File: config.mk
export PLATFORM = sky130hd
export DESIGN_NAME = toc_top
export DESIGN_NICKNAME = d
export VERILOG_FILES = /design/src/rtl/toc_pkg.sv /design/src/rtl/toc_counter.sv /design/src/rtl/toc_prescaler.sv /design/src/rtl/toc_top.sv
export SDC_FILE = /design/constraint.sdc
export NUM_CORES = 1
export LEC_CHECK = 0
export BUFFER_PORTS_ARGS = -buffer_cell sky130_fd_sc_hd__buf_4
export CORE_ASPECT_RATIO = 0.75
export CORE_MARGIN = 5
export CORE_UTILIZATION = 50
export CTS_BUF_LIST = sky130_fd_sc_hd__clkbuf_2
export DETAILED_ROUTE_END_ITERATION = 10
export PLACE_DENSITY = 0.74
export SYNTH_ARGS = -nofsm -noshare
export SYNTH_HDL_FRONTEND = slang
export SYNTH_SLANG_ARGS = --single-unit
File: constraint.sdc
create_clock -name ref_clk -period 9.25 [get_ports ref_clk]
set_input_delay 0.4625 -clock ref_clk [delete_from_list [all_inputs] [get_ports ref_clk]]
set_output_delay 0.4625 -clock ref_clk [all_outputs]
set_load 0.03 [all_outputs]
File: src/rtl/toc_pkg.sv
// Package for the timer output control and counter block
package toc_pkg;
    localparam int          NUM_CH          = 2;
    localparam int          NUM_PINS        = 8;
    localparam int          CNT_W           = 16;
    localparam int          ADDR_W          = 4;
    localparam int          DATA_W          = 16;
    localparam int          PSC_W           = 3;
    localparam int          CCLR_W          = 2;
    // Register offsets
    localparam logic [3:0]  OFF_OUT_EN      = 4'h0;
    localparam logic [3:0]  OFF_INIT_LVL    = 4'h1;
    localparam logic [3:0]  OFF_CNT0        = 4'h2;
    localparam logic [3:0]  OFF_CNT1        = 4'h3;
    localparam logic [3:0]  OFF_FUNC_CTRL   = 4'h4;
    localparam logic [3:0]  OFF_TIMER_CTRL  = 4'h5;
    localparam logic [3:0]  OFF_STATUS      = 4'h6;
    localparam logic [3:0]  OFF_IRQ_MASK    = 4'h7;
    // Reset values
    localparam logic [7:0]  OUT_EN_RST      = 8'hff;
    localparam logic [7:0]  INIT_LVL_RST    = 8'h00;
    localparam logic [15:0] CNT_RST         = 16'h0000;
    // Function control fields
    localparam int          FC_CMD_LSB      = 0;
    localparam int          FC_NORMAL_PHASE_LEVEL_SEL_BIT     = 2;
    localparam int          FC_COUNTER_PHASE_LEVEL_SEL_BIT     = 3;
    // Timer control fields, per channel byte: [2:0] prescaler, [4:3] clear select
    localparam int          TC_PSC_LSB      = 0;
    localparam int          TC_CCLR_LSB     = 3;
    localparam int          TC_CH_STRIDE    = 8;
    // Status bits
    localparam int          ST_OVF0_BIT     = 0;
    localparam int          ST_OVF1_BIT     = 1;
    localparam int          ST_UDF_BIT      = 2;
    localparam int          ST_W            = 3;
    // Prescaler dividers
    localparam logic [2:0]  PSC_DIV1        = 3'h0;
    localparam logic [2:0]  PSC_DIV2        = 3'h1;
    localparam logic [2:0]  PSC_DIV4        = 3'h2;
    localparam logic [2:0]  PSC_DIV8        = 3'h3;
    localparam int          PSC_EXT_BIT     = 2;
    // Clear sources
    localparam logic [1:0]  CCLR_NONE       = 2'h0;
    localparam logic [1:0]  CCLR_GR_FIRST   = 2'h1;
    localparam logic [1:0]  CCLR_GR_SECOND  = 2'h2;

    typedef enum logic [1:0] {
        TOC_MODE_NORMAL,
        TOC_MODE_RSYNC_PWM,
        TOC_MODE_CPWM_TROUGH,
        TOC_MODE_CPWM_CREST
    } toc_mode_t;
endpackage

File: src/rtl/toc_counter.sv
// One channel counter with clear, up/down and wrap detection
module toc_counter
    import toc_pkg::*;
#(
    parameter int W = CNT_W
)
(
    input  wire logic         ref_clk,
    input  wire logic         rstn,
    input  wire logic         tick,
    input  wire logic         updown,
    input  wire logic         clr,
    input  wire logic         wr,
    input  wire logic [W-1:0] wdata,
    output logic [W-1:0]      cnt_ff,
    output logic              ovf_ff,
    output logic              udf_ff
);
    if (W < 2) begin : g_width_chk
        $error("Counter width too small");
    end

    logic         down_ff;
    logic         nxt_down;
    logic [W-1:0] nxt_cnt;
    logic         wrap_up;
    logic         wrap_dn;

    assign wrap_up = tick && !down_ff && (cnt_ff == {W{1'b1}});
    assign wrap_dn = tick && down_ff && (cnt_ff == '0);
    // Direction turns at the ends only in up/down mode
    // Bottom turn counts as the underflow, so a falling count never wraps
    assign nxt_down = !updown ? 1'b0 :
                      (tick && !down_ff && cnt_ff == {W{1'b1}} - 1'b1) ? 1'b1 :
                      wrap_dn ? 1'b0 : down_ff;
    assign nxt_cnt = wr ? wdata :
                     clr ? '0 :
                     !tick ? cnt_ff :
                     (down_ff && !wrap_dn) ? cnt_ff - 1'b1 : cnt_ff + 1'b1;

    always_ff @(posedge ref_clk or negedge rstn) begin
        if (!rstn) begin
            cnt_ff  <= CNT_RST;
            down_ff <= 1'b0;
            ovf_ff  <= 1'b0;
            udf_ff  <= 1'b0;
        end else begin
            cnt_ff  <= nxt_cnt;
            down_ff <= nxt_down;
            ovf_ff  <= wrap_up && !wr && !clr;
            udf_ff  <= wrap_dn && !wr && !clr;
        end
    end
endmodule

File: src/rtl/toc_prescaler.sv
// Count-enable generator: internal divider or external clock edge
module toc_prescaler
    import toc_pkg::*;
(
    input  wire logic             ref_clk,
    input  wire logic             rstn,
    input  wire logic [PSC_W-1:0] sel,
    input  wire logic             ext_clk,
    output logic                  tick_ff
);
    logic [2:0] div_ff;
    logic       ext_ff;
    logic       div_hit;

    assign div_hit = (sel == PSC_DIV1) ? 1'b1 :
                     (sel == PSC_DIV2) ? (div_ff[0] == 1'b1) :
                     (sel == PSC_DIV4) ? (div_ff[1:0] == 2'h3) :
                     (div_ff == 3'h7);

    always_ff @(posedge ref_clk or negedge rstn) begin
        if (!rstn) begin
            div_ff  <= 3'h0;
            ext_ff  <= 1'b0;
            tick_ff <= 1'b0;
        end else begin
            div_ff  <= div_ff + 3'h1;
            ext_ff  <= ext_clk;
            // External source counts on rising edges only
            tick_ff <= sel[PSC_EXT_BIT] ? (ext_clk & ~ext_ff) : div_hit;
        end
    end
endmodule

File: src/rtl/toc_top.sv
// Timer output enables, initial levels, channel counters and status
// Function
// - Enable bit 0 lets timer drive pin; 1 hands pin to general I/O.
// - Enable bits 7..4 channel 1 D..A, 3..0 channel 0; reset to ones.
// - Low on selected wakeup input sets all enable bits to one.
// - Initial-level bits, same order, reset zero, drive pin until first match.
// - In both PWM combination modes initial levels come from level-select bits.
// - Writing an initial-level bit sets the pin at once: to that bit in normal mode, to the level-select initial level in PWM modes.
// - Two 16-bit counters, each clocked by its prescaler selection.
// - Complementary PWM counts up and down; other modes only up.
// - Selected general register match or capture clears the counter.
// - Counter overflow sets that channel's overflow flag.
// - Channel 1 underflow sets the underflow flag.
// - Level-select 0 gives high initial, 1 low; counter then normal phase.
// - Mode 00 normal, 01 reset-sync PWM, 10/11 complementary PWM.
//
// The register offsets and strobed register access were chosen for this implementation.
module toc_top
    import toc_pkg::*;
(
    input  wire logic                 ref_clk,
    input  wire logic                 rstn,
    input  wire logic [ADDR_W-1:0]    reg_addr,
    input  wire logic [DATA_W-1:0]    reg_wdata,
    input  wire logic                 reg_wr,
    input  wire logic                 reg_rd,
    output logic [DATA_W-1:0]         reg_rdata,
    input  wire logic                 wakeup_input_sel,
    input  wire logic                 wakeup_shutdown_pin,
    input  wire logic                 ext_count_clk,
    input  wire logic [NUM_PINS-1:0]  compare_match,
    input  wire logic [NUM_PINS-1:0]  input_capture,
    input  wire logic [NUM_PINS-1:0]  mode_pin_level,
    output logic [NUM_PINS-1:0]       timer_pin_out,
    output logic [NUM_PINS-1:0]       timer_pin_oe,
    output logic [1:0]                combination_mode,
    output logic                      irq
);
    logic [7:0]             out_en_ff;
    logic [7:0]             init_lvl_ff;
    logic [7:0]             func_ctrl_ff;
    logic [15:0]            timer_ctrl_ff;
    logic [ST_W-1:0]        status_ff;
    logic [ST_W-1:0]        mask_ff;
    logic [NUM_PINS-1:0]    started_ff;
    logic [DATA_W-1:0]      rdata_ff;
    logic [NUM_PINS-1:0]    pin_out_ff;
    logic [NUM_PINS-1:0]    pin_oe_ff;
    logic [1:0]             mode_ff;
    logic                   irq_ff;

    logic [CNT_W-1:0]       cnt     [NUM_CH];
    logic [NUM_CH-1:0]      ovf;
    logic [NUM_CH-1:0]      underflow_flag;
    logic [NUM_CH-1:0]      tick;
    logic [NUM_CH-1:0]      clr;
    logic [NUM_CH-1:0]      cnt_wr;

    logic                   wr_out_en;
    logic                   wr_init_lvl;
    logic                   wr_func;
    logic                   wr_tctrl;
    logic                   wr_mask;
    logic                   rd_status;
    logic                   shutdown;
    logic                   pwm_combo;
    logic                   cpwm;
    logic [ST_W-1:0]        events;
    logic [NUM_PINS-1:0]    init_sel;
    logic [NUM_PINS-1:0]    nxt_pin_out;
    logic [NUM_PINS-1:0]    nxt_started;
    logic [DATA_W-1:0]      nxt_rdata;
    toc_mode_t              mode;

    // Write and read decode
    assign wr_out_en   = reg_wr && (reg_addr == OFF_OUT_EN);
    assign wr_init_lvl = reg_wr && (reg_addr == OFF_INIT_LVL);
    assign cnt_wr[0]   = reg_wr && (reg_addr == OFF_CNT0);
    assign cnt_wr[1]   = reg_wr && (reg_addr == OFF_CNT1);
    assign wr_func     = reg_wr && (reg_addr == OFF_FUNC_CTRL);
    assign wr_tctrl    = reg_wr && (reg_addr == OFF_TIMER_CTRL);
    assign wr_mask     = reg_wr && (reg_addr == OFF_IRQ_MASK);
    assign rd_status   = reg_rd && (reg_addr == OFF_STATUS);

    assign nxt_rdata =
        (reg_addr == OFF_OUT_EN)     ? {8'h00, out_en_ff} :
        (reg_addr == OFF_INIT_LVL)   ? {8'h00, init_lvl_ff} :
        (reg_addr == OFF_CNT0)       ? cnt[0] :
        (reg_addr == OFF_CNT1)       ? cnt[1] :
        (reg_addr == OFF_FUNC_CTRL)  ? {8'h00, func_ctrl_ff} :
        (reg_addr == OFF_TIMER_CTRL) ? timer_ctrl_ff :
        (reg_addr == OFF_STATUS)     ? {13'h0000, status_ff} :
        (reg_addr == OFF_IRQ_MASK)   ? {13'h0000, mask_ff} :
        16'h0000;

    // Mode decode
    assign mode      = toc_mode_t'(func_ctrl_ff[FC_CMD_LSB +: 2]);
    assign pwm_combo = (mode != TOC_MODE_NORMAL);
    assign cpwm      = (mode == TOC_MODE_CPWM_TROUGH) || (mode == TOC_MODE_CPWM_CREST);

    // Shutdown input is taken as synchronous
    assign shutdown = wakeup_input_sel && !wakeup_shutdown_pin;

    // Pin order per channel: bit 3 D is counter phase, bits 2..0 normal phase
    genvar g;
    generate
        for (g = 0; g < NUM_PINS; g++) begin : g_pin
            localparam bit CPH = ((g % 4) == 3);
            // Level-select 0 means start high
            assign init_sel[g] = pwm_combo ?
                ~func_ctrl_ff[CPH ? FC_COUNTER_PHASE_LEVEL_SEL_BIT : FC_NORMAL_PHASE_LEVEL_SEL_BIT] :
                init_lvl_ff[g];
            assign nxt_started[g] = (started_ff[g] || compare_match[g]) && !wr_init_lvl;
            // A write to the level register re-arms the initial level at once
            assign nxt_pin_out[g] = wr_init_lvl ? (pwm_combo ? init_sel[g] : reg_wdata[g]) :
                                    nxt_started[g] ? mode_pin_level[g] : init_sel[g];
        end
    endgenerate

    generate
        for (g = 0; g < NUM_CH; g++) begin : g_ch
            logic [PSC_W-1:0]  psc;
            logic [CCLR_W-1:0] cclr;
            logic              src;
            assign psc  = timer_ctrl_ff[g*TC_CH_STRIDE + TC_PSC_LSB +: PSC_W];
            assign cclr = timer_ctrl_ff[g*TC_CH_STRIDE + TC_CCLR_LSB +: CCLR_W];
            assign src  = (cclr == CCLR_GR_FIRST)  ? (compare_match[g*4] | input_capture[g*4]) :
                          (cclr == CCLR_GR_SECOND) ? (compare_match[g*4+1] | input_capture[g*4+1]) :
                          1'b0;
            assign clr[g] = (cclr != CCLR_NONE) && src;

            toc_prescaler u_psc (
                .ref_clk (ref_clk),
                .rstn    (rstn),
                .sel     (psc),
                .ext_clk (ext_count_clk),
                .tick_ff (tick[g])
            );

            toc_counter #(.W(CNT_W)) u_cnt (
                .ref_clk (ref_clk),
                .rstn    (rstn),
                .tick    (tick[g]),
                .updown  (cpwm),
                .clr     (clr[g]),
                .wr      (cnt_wr[g]),
                .wdata   (reg_wdata),
                .cnt_ff  (cnt[g]),
                .ovf_ff  (ovf[g]),
                .udf_ff  (underflow_flag[g])
            );
        end
    endgenerate

    assign events[ST_OVF0_BIT] = ovf[0];
    assign events[ST_OVF1_BIT] = ovf[1];
    assign events[ST_UDF_BIT]  = underflow_flag[1];

    always_ff @(posedge ref_clk or negedge rstn) begin
        if (!rstn) begin
            out_en_ff <= OUT_EN_RST;
        end else if (shutdown) begin
            out_en_ff <= OUT_EN_RST;
        end else if (wr_out_en) begin
            out_en_ff <= reg_wdata[7:0];
        end
    end

    always_ff @(posedge ref_clk or negedge rstn) begin
        if (!rstn) begin
            init_lvl_ff   <= INIT_LVL_RST;
            func_ctrl_ff  <= 8'h00;
            timer_ctrl_ff <= 16'h0000;
            mask_ff       <= '0;
        end else begin
            if (wr_init_lvl) init_lvl_ff <= reg_wdata[7:0];
            if (wr_func) func_ctrl_ff <= reg_wdata[7:0];
            if (wr_tctrl) timer_ctrl_ff <= reg_wdata;
            if (wr_mask) mask_ff <= reg_wdata[ST_W-1:0];
        end
    end

    // Set beats the read-clear in the same cycle
    always_ff @(posedge ref_clk or negedge rstn) begin
        if (!rstn) begin
            status_ff <= '0;
        end else begin
            status_ff <= (rd_status ? '0 : status_ff) | events;
        end
    end

    always_ff @(posedge ref_clk or negedge rstn) begin
        if (!rstn) begin
            started_ff <= '0;
            pin_out_ff <= INIT_LVL_RST;
            pin_oe_ff  <= '0;
            rdata_ff   <= '0;
            mode_ff    <= 2'h0;
            irq_ff     <= 1'b0;
        end else begin
            started_ff <= nxt_started;
            pin_out_ff <= nxt_pin_out;
            // Shutdown drops the drivers in the same edge as the enable bits
            pin_oe_ff  <= shutdown ? '0 :
                          wr_out_en ? ~reg_wdata[7:0] : ~out_en_ff;
            rdata_ff   <= reg_rd ? nxt_rdata : 16'h0000;
            mode_ff    <= func_ctrl_ff[FC_CMD_LSB +: 2];
            irq_ff     <= |(((rd_status ? '0 : status_ff) | events) & mask_ff);
        end
    end

    assign reg_rdata        = rdata_ff;
    assign timer_pin_out    = pin_out_ff;
    assign timer_pin_oe     = pin_oe_ff;
    assign combination_mode = mode_ff;
    assign irq              = irq_ff;
endmodule

# Word level (Yosys, flattened, before mapping)
# Cells that the tools add are included.
[totals]
register_bits = 135
latchBits = 0
mem_bits_rw = 0
romBits = 0
out_inout_bits = 35
memories = 0
[classes]
n_addsub = 6
n_mul = 0
div_mod_pow = 0
n_lt_le_gt_ge = 0
n_eq_ne = 27
shift = 0
mux = 72
n_bitwise = 12
n_reduce_logical = 68
[op_table]
columns = ["cell", "n"]
rows = [
  ["$mux 16", 15],
  ["$eq 16x16->1 const B", 4],
  ["$mux 1", 50],
  ["$logic_and 1x1->1", 37],
  ["$add 16x1->16 const B", 2],
  ["$logic_not 16->1", 2],
  ["$mux 8", 4],
  ["$sub 16x1->16 const B", 2],
  ["$eq 4x3->1 const B", 4],
  ["$not 8->8", 2],
  ["$eq 2x2->1 const B", 6],
  ["$logic_not 1->1", 10],
  ["$logic_or 1x1->1", 9],
  ["$mux 3", 3],
  ["$eq 4x2->1 const B", 2],
  ["$reduce_bool 2->1", 4],
  ["$add 3x1->3 const B", 2],
  ["$eq 3x1->1 const B", 2],
  ["$eq 3x2->1 const B", 2],
  ["$eq 3x3->1 const B", 2],
  ["$logic_not 3->1", 2],
  ["$reduce_bool 3->1", 2],
  ["$eq 2x1->1 const B", 2],
  ["$eq 4x1->1 const B", 1],
  ["other kinds (9)", 14],
]

# Depth between registers and ports, before layout
[logic_depth]
word_depth = 10
depth_mapped = 14
ltp_nobuf = 13

# Hierarchy
# Synthesis repeated with hierarchy kept, for this count alone.
[unflattened]
hier_cells = 763
area_unflattened_um2 = 7729.9
[by_module_without_submodules]
columns = ["mod", "instances", "cells_each", "area_each_um2"]
rows = [
  ["toc_top", 1, 364, 4122.7],
  ["toc_counter (g_ch[0].u_cnt)", 1, 184, 1604.0],
  ["toc_counter (g_ch[1].u_cnt)", 1, 189, 1587.8],
  ["toc_prescaler", 2, 13, 207.7],
]

# Least setup slack after synthesis
# Ideal clock, no wire load.
[synth_path]
path_type = "reg2reg"
start = "register g_ch[0].u_cnt.cnt_ff[0]"
end = "register g_ch[0].u_cnt.cnt_ff[15]"
arrival_time_ps = 3596
setup_slack_ps = 5527
path_stages_with_launch = 13
synth_period_minus_slack_ps = 3723
path_cell_list = "dfrtp_1 > nor4b_1 > nand4_1 > o41ai_1 > inv_1 > ha_1 > or4_1 > a211o_1 > o21ba_2 > a221oi_2 > mux2i_1 > xnor2_1 > o21ai_1"
[synth_between]
elab_chain_len = 8
elab_cells_between_ends = 10
classes_between = "add/sub: 2; mux: 4; reduce/logical: 4"
[synth_lines]
columns = ["item", "line", "text"]
rows = [
  ["start: declaration", "toc_counter.sv:15", "output logic [W-1:0] cnt_ff,"],
  ["start signal: assignment", "toc_counter.sv:48", "cnt_ff <= nxt_cnt;"],
  ["parallel branches: the longest is 4 deep, another holds $add 16x1->16", "-", ""],
  ["$mux 16 *", "toc_counter.sv:39", "(down_ff && !wrap_dn) ? cnt_ff - 1'b1 : cnt_ff + 1'b1;"],
  ["$mux 16 *", "toc_counter.sv:38", "!tick ? cnt_ff :"],
  ["$mux 16 *", "toc_counter.sv:37", "clr ? '0 :"],
  ["$mux 16 *", "toc_counter.sv:36", "assign nxt_cnt = wr ? wdata :"],
]
# Every way passes the cells marked *. The select of a mux whose other input is x is not followed.
# A chain may end at the register's enable or synchronous reset.

# Worst setup path in the final report
[layout_path]
start = "register g_ch[0].u_psc.tick_ff"
end = "register g_ch[0].u_cnt.cnt_ff[15]"
[layout_between]
elab_chain_len = 8
elab_cells_between_ends = 9
classes_between = "mux: 4; reduce/logical: 5"
[layout_lines]
columns = ["item", "line", "text"]
rows = [
  ["start: declaration", "toc_prescaler.sv:9", "output logic tick_ff"],
  ["start signal: assignment", "toc_prescaler.sv:29", "tick_ff <= sel[PSC_EXT_BIT] ? (ext_clk & ~ext_ff) : div_hit;"],
  ["$logic_and 1x1->1 (2 in series)", "toc_counter.sv:30", "assign wrap_dn = tick && down_ff && (cnt_ff == '0);"],
  ["$logic_not 1->1", "toc_counter.sv:39", ""],
  ["$logic_and 1x1->1", "toc_counter.sv:39", ""],
  ["$mux 16", "toc_counter.sv:39", ""],
  ["$mux 16", "toc_counter.sv:38", ""],
  ["$mux 16", "toc_counter.sv:37", ""],
  ["$mux 16", "toc_counter.sv:36", ""],
]
# Several ways; a longest one is shown, not always the timed one. The select of a mux whose other input is x is not followed.

==> results.tsv <==
stage	metric	value	unit
outcome	status	completed	
critical_path	crit_path_end_kind	flip-flop	
floorplanning	row_count	38	
sta	finalSetupViolCount	0	
clocking	clk_path_buf_depth	2	
sta	final-max-slew-violation-count	0	
sta	period_share	51.53	%
floorplanning	io_pins	86	
grt	grt_pass1_wl	33.01	mm
placement	port_buffers	81	
sta	tightest_slew	0.9919	ns
yosys	synth_simple_gate_area_share	14.03	%
sta	rsz0062_at_grt	false	
yosys	yosys_warnings	0	
power	leakage	4.180	nW
clocking	clock_latency	0.73	ns
yosys	synth_edf_count	0	
drt	wl_per_cell	19.29	microns
cells_and_area	fin_cells	1062	
drt	vias_per_cell	5.974	
yosys	synthXorXnorAreaFrac	2.948	%
yosys	synth_compound_area_share	17.64	%
clocking	root_buffer	clkbuf_2	
drt	m1WireLength	8.852	mm
yosys	synth-adder-area-share	5.929	%
placement	dp_hpwl	14.53	mm
yosys	syn_inst	745	
sta	tns	0	ns
cells_and_area	nets	933	
clocking	cts_tree	yes	
floorplanning	core_area	14500	sq um
sta	fin_crit	4.767	ns
drt	wl_met2	9.547	mm
floorplanning	fp.dieH	115.6	microns
job	cap_violations	0	
critical_path	critPathArrivalTime	5.37	ns
yosys	synth_seq_cells	135	
drt	drt_iter0_drc	889	
sta	max_freq	209.8	MHz
min_path	hold_path_class	in -> reg	
yosys	synth.net_count	830	
yosys	synth_top_family_by_area	compound AO/OA/AOI/OAI gates	
floorplanning	die_x	150.7	microns
clocking	cts_resized	0	
yosys	synth_area	7428	sq um
sta	fin_skew	0.03680	ns
yosys	yosysSeqAreaShare	45.61	%
placement	place_inst	1001	
sta	hold_viol_final	0	
drt	drc	0	
drt	antenna_left	0	
critical_path	worst_setup_path_start_kind	flip-flop	
clocking	clk_pin_slew	0.22	ns
yosys	muxShareOfSynthArea	10.90	%
power	powerDensity	186.9	nW/um^2
cells_and_area	drive_gt1_share	20.91	%
drt	top_layer_used	met4	
sta	slew_headroom	33.87	%
grt	grt_util_all_layers	24.20	%
yosys	async_flop_share	100.0	%
floorplanning	start_util	51.23	%
grt	grt_remaining_overflow	0	
grt	grt_antenna_before_repair	1	
cells_and_area	syn_to_final_growth	17.89	%
grt	grt_start_max_net_pins	78	
critical_path	crit_type	reg -> reg	
floorplanning	dieArea	17420	sq um
grt	grt_pass1_vias	6250	
power	vdd_drop_max	0.08894	mV
drt	routed-wl-met3	1.598	mm
drt	first_pass_iters	5	
clocking	cts_buffers	17	
yosys	avgSynthCellArea	9.971	sq um
drt	drt-total-wl	20.48	mm
yosys	synthFlopType	dfrtp_1	
critical_path	required	9.85	ns
clocking	cts_sinks	135	
yosys	yosysUniqueCellTypes	64	
drt	dr_total_vias	6344	
clocking	h-tree-depth	4	
placement	gp_congestion	0.9033	
critical_path	worstPathMaxFanout	21	
[area by class of cell]
| type | count | area [sq um] |
|---|---|---|
| Inverter | 25 | 93.84 |
| Sequential cell | 135 | 3388 |
| Timing Repair Buffer | 113 | 922.1 |
| Tap cell | 200 | 250.2 |
| Clock inverter | 15 | 191.4 |
| Fill cell | 1178 | 5744 |
| Clock buffer | 17 | 85.08 |
| Multi-Input combinational cell | 556 | 3824 |
| Antenna cell | 1 | 2.502 |
[metal layers]
layer | GRT usage, % | vias up
met5 | 0 | -
met4 | 7.729 | 0
met3 | 5.356 | 55
met2 | 37.72 | 309
met1 | 34.05 | 3074
li1 | - | 2906
[power by group]
group / switching [mW] / internal, mW
Combinational: 0.242 / 0.194
Sequential: 0.122 / 0.676
Clock: 0.244 / 0.158
[final timing paths]
path	startpoint	to	slack, ns	depth (start not counted)
min in group asynchronous	rstn	timer_ctrl_ff[10]	0.22	2
worst min register to register	g_ch[1].u_cnt.ovf_ff	status_ff[1]	0.47	1
max in group asynchronous	rstn	status_ff[0]	7.58	3
worst max register to register	g_ch[0].u_psc.tick_ff	g_ch[0].u_cnt.cnt_ff[15]	4.48	12
worst max-delay path	g_ch[0].u_psc.tick_ff	g_ch[0].u_cnt.cnt_ff[15]	4.48	12
worst min-delay path	reg_wdata[0]	g_ch[0].u_cnt.cnt_ff[0]	0.09	3
[worst max-delay path: stages, from the launching register on]
cell and delay (ns):
dfrtp_1 0.95, nor4b_1 0.31, nand4_1 0.14, o41ai_1 0.61
inv_1 0.50, ha_1 0.39, or4_1 0.52, a211o_1 0.24
o21ba_2 0.24, a221oi_2 0.28, mux2i_1 0.24, xnor2_1 0.14
o21ai_1 0.07
[metrics by stage]
step | instance area (sq um) | hold WS [ns] | setup WS (ns) | total power [mW] | utilization, %
final | 8757 | 0.08510 | 4.483 | 1.637 | 60.39
after detailed placement | 8198 | 0.4450 | 4.543 | 1.222 | 56.53
after CTS | 8755 | 0.01406 | 4.477 | 1.632 | 60.37
after global placement | 8198 | 0.4386 | 4.681 | 1.201 | 56.53
after global routing | 8757 | 0.01201 | 4.217 | 1.728 | 60.39
after floorplan | 7428 | 0.1669 | 5.527 | 1.067 | -
[synthesized netlist by cell type, types with 4 or more instances]
| cell type | count | area share [%] |
|---|---|---|
| dfrtp_1 | 127 | 43 |
| nand2_1 | 74 | 3.7 |
| nor2_1 | 74 | 3.7 |
| o21ai_0 | 57 | 3.8 |
| a21oi_1 | 53 | 3.6 |
| mux2_2 | 41 | 6.2 |
| ha_1 | 32 | 5.4 |
| mux2i_1 | 28 | 3.8 |
| inv_1 | 25 | 1.3 |
| xnor2_1 | 18 | 2.1 |
| clkbuf_1 | 16 | 0.81 |
| nor2b_1 | 15 | 1.3 |
| a21o_1 | 14 | 1.4 |
| o211ai_1 | 11 | 1.1 |
| a211oi_1 | 9 | 0.91 |
| a22o_1 | 9 | 1.1 |
| nand2b_1 | 9 | 0.76 |
| nand4_1 | 9 | 0.76 |
| nor3_1 | 9 | 0.61 |
| dfstp_2 | 8 | 2.8 |
| nor4_1 | 7 | 0.59 |
| xor2_1 | 7 | 0.83 |
| buf_2 | 6 | 0.40 |
| a31oi_1 | 5 | 0.42 |
| buf_1 | 5 | 0.25 |
| o31ai_1 | 5 | 0.51 |
| a32oi_1 | 4 | 0.47 |
| and2_1 | 4 | 0.34 |
| nand3_1 | 4 | 0.27 |
[sequential cells by signal, summed over array words and instances (netlist names), 3 cells and up]
| register | count |
|---|---|
| init_lvl_ff | 8 |
| started_ff | 8 |
| out_en_ff | 8 |
| func_ctrl_ff | 8 |
| g_ch.u_cnt.cnt_ff | 32 |
| timer_pin_out | 8 |
| timer_ctrl_ff | 16 |
| timer_pin_oe | 8 |
| mask_ff | 3 |
| status_ff | 3 |
| reg_rdata | 16 |
| g_ch.u_psc.div_ff | 6 |
[kinds of logic after synthesis]
logic type               after synthesis
multiplexers                          72
flip-flops                           135
AO/OA/AOI/OAI                        201
XOR/XNOR                              25
AND/OR/NAND/NOR                      224
buffers and inverters                 54
adder cells (fa/ha/maj)               34
[cells in the final DEF (no fill, tap or decap), types with 14 or more instances in the layout]
cell and count:
mux2i_1 28, clkbuf_2 17, a21oi_1 53, o21ai_0 57, nor2b_1 15, a21o_1 14, dfrtp_1 127, dlygate4sd3_1 28
inv_1 25, nand2_1 74, mux2_2 41, buf_4 84, nor2_1 73, xnor2_1 18, ha_1 32
[what timing repair did]
item,CTS,global route
buffers inserted,0,0
hold buffers,28,0
endpoints found under the hold margin,116,0
No activity file was read; power rests on OpenSTA's default activity.
